==> config.mk <==
export PLATFORM = sky130hd
export DESIGN_NAME = slow_clock_source_select
export DESIGN_NICKNAME = d
export VERILOG_FILES = /design/src/low_freq_clock_common.sv /design/src/slow_clock_source_select.sv
export SDC_FILE = /design/constraint.sdc
export NUM_CORES = 1
export LEC_CHECK = 0
export BUFFER_PORTS_ARGS = -buffer_cell sky130_fd_sc_hd__buf_2
export CORE_MARGIN = 1.5
export CORE_UTILIZATION = 25
export DETAILED_ROUTE_END_ITERATION = 8
export SLEW_MARGIN = 30
export SYNTH_ARGS = -nofsm -noshare
export SYNTH_HDL_FRONTEND = slang
export SYNTH_SLANG_ARGS = --single-unit
==> constraint.sdc <==
create_clock -name clk -period 3.5 [get_ports clk]
set_clock_uncertainty 0.1 [all_clocks]
set_input_delay 0.35 -clock clk [delete_from_list [all_inputs] [get_ports clk]]
set_output_delay 0.35 -clock clk [all_outputs]
set_load 0.005 [all_outputs]
==> src/low_freq_clock_common.sv <==
// Shared constants for the slow clock selector and its pin input filter.
// Notes on behaviour
// - Reset leaves RC oscillator on and selected.
// - Crystal oscillator stays off until software asks.
// - Select runs: pins, crystal on, RC off.
// - Switch to crystal never shortens a clock phase.
// - Crystal choice sticks until io supply drops.
// - Reset leaves crystal pins as pulled-up inputs.
`timescale 1ns/1ps

package lfclk_pkg;
	localparam int unsigned CLK_HZ        = 20_000_000;
	localparam int unsigned PIN_SETTLE_NS = 1000;
	localparam int unsigned PIN_SETTLE_CYC =
		(PIN_SETTLE_NS * (CLK_HZ / 1_000_000) + 999) / 1000;
	localparam int unsigned XTAL_START_US = 1000;
	localparam int unsigned XTAL_START_CYC = XTAL_START_US * (CLK_HZ / 1_000_000);
	localparam int unsigned CNT_W          = 32;
	localparam logic        SYNC_RST_VAL   = 1'b0;
	localparam logic        SUPPLY_RST_VAL = 1'b1;

	typedef enum logic [2:0] {
		ST_RC,
		ST_PINS,
		ST_OSC_START,
		ST_WAIT_LOW,
		ST_WAIT_FALL,
		ST_XTAL
	} sel_state_t;
endpackage

// Three-stage pin filter: output follows once stages two and three agree.
module pin_filter
	import lfclk_pkg::*;
#(
	parameter logic RST_VAL = SYNC_RST_VAL
) (
	input  wire logic clk,
	input  wire logic nrst,
	input  wire logic pin,
	output logic      level
);
	logic [2:0] stage_q;
	logic [2:0] stage_d;
	logic       level_q;
	logic       level_d;

	always_comb begin
		stage_d = {stage_q[1:0], pin};
		level_d = level_q;
		if (stage_q[1] == stage_q[2]) begin
			level_d = stage_q[2];
		end
	end

	always_ff @(posedge clk or negedge nrst) begin
		if (!nrst) begin
			stage_q <= {3{RST_VAL}};
			level_q <= RST_VAL;
		end else begin
			stage_q <= stage_d;
			level_q <= level_d;
		end
	end

	assign level = level_q;
endmodule

==> src/slow_clock_source_select.sv <==
// Slow clock source selector: RC by default, one-way switch to crystal.
`timescale 1ns/1ps

module slow_clock_source_select
	import lfclk_pkg::*;
#(
	parameter int unsigned XTAL_START = XTAL_START_CYC,
	parameter int unsigned PIN_SETTLE = PIN_SETTLE_CYC
) (
	input  wire logic clk,
	input  wire logic nrst,
	input  wire logic crystal_select_wr,
	input  wire logic crystal_select_bit,
	input  wire logic crystal_bypass_bit,
	input  wire logic io_supply_ok,
	input  wire logic rc_clk_in,
	input  wire logic crystal_in_pin,
	output logic      low_freq_clock,
	output logic      rc_osc_en,
	output logic      xtal_osc_en,
	output logic      xtal_bypass_en,
	output logic      pins_to_osc,
	output logic      pin_pullup_en,
	output logic      xtal_select_state,
	output logic      xtal_active,
	output logic      switch_busy
);
	logic rc_lvl;
	logic xtal_lvl;
	logic supply_lvl;

	pin_filter #(.RST_VAL(SYNC_RST_VAL)) u_rc_filt (
		.clk   (clk),
		.nrst  (nrst),
		.pin   (rc_clk_in),
		.level (rc_lvl)
	);

	pin_filter #(.RST_VAL(SYNC_RST_VAL)) u_xtal_filt (
		.clk   (clk),
		.nrst  (nrst),
		.pin   (crystal_in_pin),
		.level (xtal_lvl)
	);

	pin_filter #(.RST_VAL(SUPPLY_RST_VAL)) u_supply_filt (
		.clk   (clk),
		.nrst  (nrst),
		.pin   (io_supply_ok),
		.level (supply_lvl)
	);

	sel_state_t       state_q;
	sel_state_t       state_d;
	logic [CNT_W-1:0] cnt_q;
	logic [CNT_W-1:0] cnt_d;
	logic             sel_q;
	logic             sel_d;
	logic             bypass_q;
	logic             bypass_d;
	logic             rc_en_q;
	logic             rc_en_d;
	logic             xtal_en_q;
	logic             xtal_en_d;
	logic             pins_q;
	logic             pins_d;
	logic             use_xtal_q;
	logic             use_xtal_d;
	logic             xtal_prev_q;
	logic             xtal_prev_d;
	logic             clk_out_q;
	logic             clk_out_d;
	logic             busy_q;
	logic             busy_d;
	logic             pullup_q;
	logic             pullup_d;
	logic             byp_en_q;
	logic             byp_en_d;
	logic             xtal_fall;

	assign xtal_fall = xtal_prev_q & ~xtal_lvl;

	// Sequencer and sticky select
	always_comb begin
		state_d     = state_q;
		cnt_d       = cnt_q;
		sel_d       = sel_q;
		bypass_d    = bypass_q;
		rc_en_d     = rc_en_q;
		xtal_en_d   = xtal_en_q;
		pins_d      = pins_q;
		use_xtal_d  = use_xtal_q;
		busy_d      = busy_q;
		// Writes of zero are ignored
		if (crystal_select_wr && crystal_select_bit) begin
			sel_d = 1'b1;
		end
		case (state_q)
			ST_RC: begin
				if (sel_d && !sel_q) begin
					// Bypass choice is taken as it stands at the select write
					bypass_d = crystal_bypass_bit;
					pins_d   = 1'b1;
					cnt_d    = CNT_W'(PIN_SETTLE);
					busy_d   = 1'b1;
					state_d  = ST_PINS;
				end
			end
			ST_PINS: begin
				if (cnt_q <= CNT_W'(1)) begin
					xtal_en_d = 1'b1;
					cnt_d     = CNT_W'(XTAL_START);
					state_d   = ST_OSC_START;
				end else begin
					cnt_d = cnt_q - CNT_W'(1);
				end
			end
			ST_OSC_START: begin
				if (cnt_q <= CNT_W'(1)) begin
					state_d = ST_WAIT_LOW;
				end else begin
					cnt_d = cnt_q - CNT_W'(1);
				end
			end
			ST_WAIT_LOW: begin
				// Let the RC high phase finish before anything moves
				if (!clk_out_q) begin
					state_d = ST_WAIT_FALL;
				end
			end
			ST_WAIT_FALL: begin
				// Hand over on a crystal falling edge: low only stretches
				if (xtal_fall) begin
					use_xtal_d = 1'b1;
					rc_en_d    = 1'b0;
					busy_d     = 1'b0;
					state_d    = ST_XTAL;
				end
			end
			ST_XTAL: begin
				state_d = ST_XTAL;
			end
			default: begin
				state_d = ST_RC;
			end
		endcase
		// Loss of io supply is the only way back to RC
		if (!supply_lvl) begin
			state_d    = ST_RC;
			sel_d      = 1'b0;
			bypass_d   = 1'b0;
			rc_en_d    = 1'b1;
			xtal_en_d  = 1'b0;
			pins_d     = 1'b0;
			use_xtal_d = 1'b0;
			busy_d     = 1'b0;
			cnt_d      = '0;
		end
		// Pin status outputs registered so every port comes from a flop
		pullup_d = ~pins_d;
		byp_en_d = bypass_d & pins_d;
	end

	always_ff @(posedge clk or negedge nrst) begin
		if (!nrst) begin
			state_q    <= ST_RC;
			cnt_q      <= '0;
			sel_q      <= 1'b0;
			bypass_q   <= 1'b0;
			rc_en_q    <= 1'b1;
			xtal_en_q  <= 1'b0;
			pins_q     <= 1'b0;
			use_xtal_q <= 1'b0;
			busy_q     <= 1'b0;
			pullup_q   <= 1'b1;
			byp_en_q   <= 1'b0;
		end else begin
			state_q    <= state_d;
			cnt_q      <= cnt_d;
			sel_q      <= sel_d;
			bypass_q   <= bypass_d;
			rc_en_q    <= rc_en_d;
			xtal_en_q  <= xtal_en_d;
			pins_q     <= pins_d;
			use_xtal_q <= use_xtal_d;
			busy_q     <= busy_d;
			pullup_q   <= pullup_d;
			byp_en_q   <= byp_en_d;
		end
	end

	// Clock output mux
	always_comb begin
		xtal_prev_d = xtal_lvl;
		clk_out_d   = clk_out_q;
		if (use_xtal_d) begin
			clk_out_d = xtal_lvl;
		end else if (state_q == ST_WAIT_FALL || state_d == ST_WAIT_FALL) begin
			clk_out_d = 1'b0;
		end else if (rc_en_q) begin
			clk_out_d = rc_lvl;
		end
	end

	always_ff @(posedge clk or negedge nrst) begin
		if (!nrst) begin
			xtal_prev_q <= 1'b0;
			clk_out_q   <= 1'b0;
		end else begin
			xtal_prev_q <= xtal_prev_d;
			clk_out_q   <= clk_out_d;
		end
	end

	assign low_freq_clock    = clk_out_q;
	assign rc_osc_en         = rc_en_q;
	assign xtal_osc_en       = xtal_en_q;
	assign xtal_bypass_en    = byp_en_q;
	assign pins_to_osc       = pins_q;
	assign pin_pullup_en     = pullup_q;
	assign xtal_select_state = sel_q;
	assign xtal_active       = use_xtal_q;
	assign switch_busy       = busy_q;
endmodule

Word-level counts from Yosys, hierarchy flattened
Index checks and enable logic that the tools add are counted.
Widths: inputs -> output; s select.

word-level totals
  register bits after elaboration = 58
  input bits = 8
  output and inout bits = 9

cells by class
  add/sub/neg operators = 1
  $lt $le $gt $ge = 1
  eq/ne operators = 18
  muxes and demuxes = 35
  bitwise gates (word level) = 4
  reductions and logical operators = 10

operator list
  kind                   number
  $mux 32                4
  $pmux 32 s3            1
  $le 32x1->1 const B    1
  $sub 32x1->32 const B  1
  $mux 1                 22
  $mux 3                 6
  $pmux 3 s6             1
  $ne 3x3->1 const B     4
  $eq 3x3->1 const B     3
  $ne 2x2->1 const B     4
  $eq 3x2->1 const B     2
  $reduce_and 3->1       2
  $ne 4x4->1 const B     1
  $reduce_and 2->1       2
  $eq 1x1->1             3
  $eq 3x1->1 const B     1
  $logic_not 3->1        1
  $reduce_bool 3->1      1
  $and 1x1->1            2
  $logic_and 1x1->1      2
  $not 1->1              2
  $pmux 1 s2             1
  $logic_not 1->1        1
  $logic_or 1x1->1       1

Logic depth before layout (Yosys ltp)
  word-level depth = 10
  depth in mapped cells = 8

Hierarchy
From an unflattened synthesis, not the netlist that was laid out.

unflattened totals
  cell total of the unflattened synthesis = 302
  area, all modules = 3005.4 um^2

by module, submodules not included
  module                      instances  cells an instance  area an instance (um^2)  sequential area each (um^2)
  slow_clock_source_select    1          287                2666.3                   1153.6
  pin_filter (u_rc_filt ...)  2          5                  111.4                    100.1
  pin_filter (u_supply_filt)  1          5                  116.4                    105.1

Worst setup path before layout
Ideal clock, no wire load.

  kind = flip-flop to flip-flop
  from = register cnt_q[11]
  to = register cnt_q[25]
  setup time = 88 ps
  arrival = 2476 ps
  data required time = 3312 ps
  path slack = 836 ps
  cell stages (with the launch flop) = 9
  path through = dfrtp_1 > or4_1 > buf_2 > or4_4 > nor4_4 > buf_6 > buf_8 > o31ai_1 > a211oi_2

between the ends
  word-level cells in the longest chain between the ends = 4
  elaborated cells between the ends (all ways) = 8
  those cells by class = add/sub: 1; order compare: 1; eq/ne: 1; mux: 4; reduce/logical: 1

RTL lines
  what                                                 RTL line                                                          text
  start, declared                                      slow_clock_source_select.sv:55                                    logic [CNT_W-1:0] cnt_q;
  start signal, assigned                               slow_clock_source_select.sv:179                                   cnt_q <= cnt_d;
  $sub 32x1->32 / $le 32x1->1 (equally long branches)  -
  $mux 32 (on tied branches)                           slow_clock_source_select.sv:119, slow_clock_source_select.sv:110
  $pmux 32 s3                                          slow_clock_source_select.sv:98                                    case (state_q)
  $mux 32                                              slow_clock_source_select.sv:148                                   if (!supply_lvl) begin

Several ways; a longest one is shown, not always the timed one. The select of a mux whose other input is x is not followed.
A chain may end at the register's enable or synchronous reset.

Final worst setup path
  from = register cnt_q[11]
  to = register cnt_q[23]

Same word-level chain as after synthesis.

==> results.md <==
- Period utilization: 84.20%
- GR peak layer: met2
- DRT antenna net count: 0
- Top cells by area, synth: dfrtp_1 40%, a211oi_2 8.0%, or4_1 5.7%, dfstp_2 4.8%, o31ai_1 3.9%
- Area leader, netlist: dfrtp_1
- Post-CTS Setup Inserts: 0
- Max-slew headroom: 46.69%
- Pwr Total: 4.408 mW
- Worst EP required: 3.65 ns
- Worst path max stage delay: 0.69 ns
- Ys flop type: dfrtp_1
- Mapped cell area: 3289 um2
- Worst hold endpoint: u_xtal_filt.stage_q[0]$_DFF_PN0_
- EDFF count, synth: 0
- Post-Synth Adder-Cell Area: 1.674%
- XOR/XNOR Fraction of Synth Area: 0.5325%
- Core area: 12,720 um2
- Vias in the first global route: 2,677
- Minimum clock period: 2.947 ns
- CP startpoint kind: flop
- Fin. Hold Viols: 0
- Max-slew violations: 0
- Die Span Y: 117.7 um
- Chip width: 117.7 um
- Post-synthesis compound-gate area fraction: 23.93%
- Synth Warn #: 0
- Placed cells: 498
- Global route overflow: 0
- NumNets Final: 348
- Switch Pwr: 1.986 mW
- Setup_tns: 0 ns
- Fillers: 1,351
- IO Pins: 17
- CTS max path bufs: 2
- Hold path start: crystal_in_pin
- DRC violations left: 0
- Worst Tran Pin Value: 0.7949 ns
- Simple-Gate Fraction of Synth Area: 24.23%
- Seq pwr share: 24.3%
- Largest family of logic cells by synthesized area: simple AND/OR/NAND/NOR gates
- Maximum VDD drop: 0.3640 mV
- Largest net degree at the start of global routing: 48
- Clock Sinks: 58
- Clock Latency Late Sink: 0.33 ns
- CP dominant cell by count: or4_1
- Mux cell area share after synthesis: 0.9129%
- Cell chain of the critical path: or4_1 > nor4_4 > nand3_1 > buf_4 > or4_1 > a211oi_2
- Syn_area_per_cell: 10.38 um2
- PwrDens: 1132 nW/um2
- DR vias/cell: 5.210
- Yosys top cell area share: 39.56%
- Most common cell after layout, fill and taps aside: dfrtp_1
- Overall Global Routing Usage: 11.35%
- Initial DRC Count: 132
- Int Pwr: 2.422 mW
- GR Layer Usage met2: 18.20%
- Row cnt: 41
- Most frequent cells in the layout: 52 x dfrtp_1, 25 x or4_1, 21 x a211oi_2
- Crit Reg-Reg Endpoint: cnt_q[23]$_DFFE_PN0P_
- Syn nets: 327
- Hold depth: 1
- Status: completed
- Sequential area share after synthesis: 44.35%
- Unrepaired setup endpoints after global routing: false
- GRT met1 Usage: 15.00%
- # diodes: 0
- CP max-delay cell: or4_1
- P&R area growth vs syn: 18.33%
- First-pass GRT wire length: 13,100 um
- Critical-path maximum fanout: 10
- Initial core utilization: 25.86%
- Length in cells of the worst reg-to-reg path: 6
- Synth Register Bits: 58
- H-tree levels: 3
- Post-route core utilization: 30.60%
- Max Fclk: 339.3 MHz
- Post-DP HPWL: 5101 um
- PortBufs: 16
- CTS tree: done
- Worst setup EP type: flop
- Via count: 2,683
- HP Class: primary input to flop
- Per-cell routed wire length: 14.66 um
- Leakage: 1.596 nW
- Clock network fraction of design power: 21.6%
- CTS resizes: 0
- Share of flip-flops with an asynchronous set or reset: 100.0%
- Share of cells above drive strength 1: 23.62%
- Yosys cell types: 62
- Combinational fraction of design power: 54.1%
- Die ar.: 13,850 um2
- Setup violators final: 0
- Gpl congestion: 0.8103
- GR Layer Usage met3: 3.246%
- Final cell count without fillers: 515
- CP Class: flop to flop
- DR pass1 iterations: 4
- Antenna violations before repair: 0
- Switching Share: 45.05%
- Mapped Cells: 317
- Arr. time, crit path: 3.10 ns
- FF-to-FF Start: cnt_q[11]$_DFFE_PN0P_
- Max-cap violation count: 0
- R2R Setup Slk: 0.55 ns
- Total wire length: 7548 um
- Register clock-pin slew on the reported worst setup and hold paths: 0.06 ns
- TritonCTS Buffers: 9
- Hold-fix buffers, CTS: 1
- CTS root buf: clkbuf_16
-- synth_stat cells, drive strengths merged (7+ instances only) --
master,number
a21oi,7
o21ai,12
nor2,16
a211oi,24
buf,11
or3,11
nand3,12
nor4,8
o31ai,17
or4,26
inv,8
dfrtp,52
nand2,17
nor3,9
-- area by class of cell --
class / count / area (um2) / area share (%)
clock buffers: 9 / 225.2 / 5.786
well taps: 172 / 215.2 / 5.529
multi-input cells: 233 / 1690 / 43.43
clock inverters: 7 / 101.3 / 2.604
repair buffers: 27 / 167.7 / 4.307
flip-flops and latches: 58 / 1459 / 37.48
inverters: 9 / 33.78 / 0.8679
-- through the flow --
stage | instance area (um2) | setup WS, ns | hold slack (ns)
finish | 3892 | 0.5529 | 0.02215
global placement | 3553 | 0.6506 | 0.2326
global route | 3892 | 0.3495 | 0.01036
floorplan | 3289 | 0.8358 | -0.04559
CTS | 3892 | 0.5407 | 0.01617
detailed placement | 3556 | 0.5450 | 0.2433
-- flip-flops by register name, indices dropped and copies added (netlist names), 3 cells and up --
register / cells
u_rc_filt.stage_q: 3
state_q: 3
u_supply_filt.stage_q: 3
u_xtal_filt.stage_q: 3
cnt_q: 32
-- power groups by stage --
stage / Clock, mW / Sequential, mW / Combinational (mW)
2_1_floorplan: 0 / 1.01 / 1.86
3_3_place_gp: 0 / 1.07 / 2.32
3_5_place_dp: 0 / 1.07 / 2.36
4_1_cts: 0.969 / 1.06 / 2.38
5_1_grt: 1.00 / 1.10 / 2.68
6_report: 0.951 / 1.07 / 2.39
-- worst max-delay path, delay by kind of cell (launching register included) --
kind,cells,cell delay [ns]
AND/OR/NAND/NOR,4,1.88
flip-flops,1,0.40
AO/OA/AOI/OAI,1,0.22
buffers and inverters,1,0.27
-- per-layer routing --
layer,share of wire [%],wire length (um)
met1,46,3502
met2,48,3590
met4,0.95,72
met5,0,0
met3,5.1,382
-- worst max path at each step --
stage | slack, ns | start | cells past startpoint | endpoint
global route | 0.35 | cnt_q[11]$_DFFE_PN0P_ | 6 | cnt_q[23]$_DFFE_PN0P_
global placement | 0.65 | cnt_q[10]$_DFFE_PN0P_ | 6 | cnt_q[21]$_DFFE_PN0P_
CTS | 0.54 | cnt_q[10]$_DFFE_PN0P_ | 6 | cnt_q[23]$_DFFE_PN0P_
floorplan | 0.84 | cnt_q[11]$_DFFE_PN0P_ | 8 | cnt_q[25]$_DFFE_PN0P_
finish | 0.55 | cnt_q[11]$_DFFE_PN0P_ | 6 | cnt_q[23]$_DFFE_PN0P_
detailed placement | 0.55 | cnt_q[10]$_DFFE_PN0P_ | 6 | cnt_q[23]$_DFFE_PN0P_
-- kinds of logic after synthesis --
group / Yosys count
AOI/OAI and AO/OA: 93
xor gates and xnor gates: 2
adders and majority gates: 5
buffers and inverters: 26
DFF: 58
muxes: 3
and+or+nand+nor: 130
Note: power is estimated with default switching activity, not from simulation.
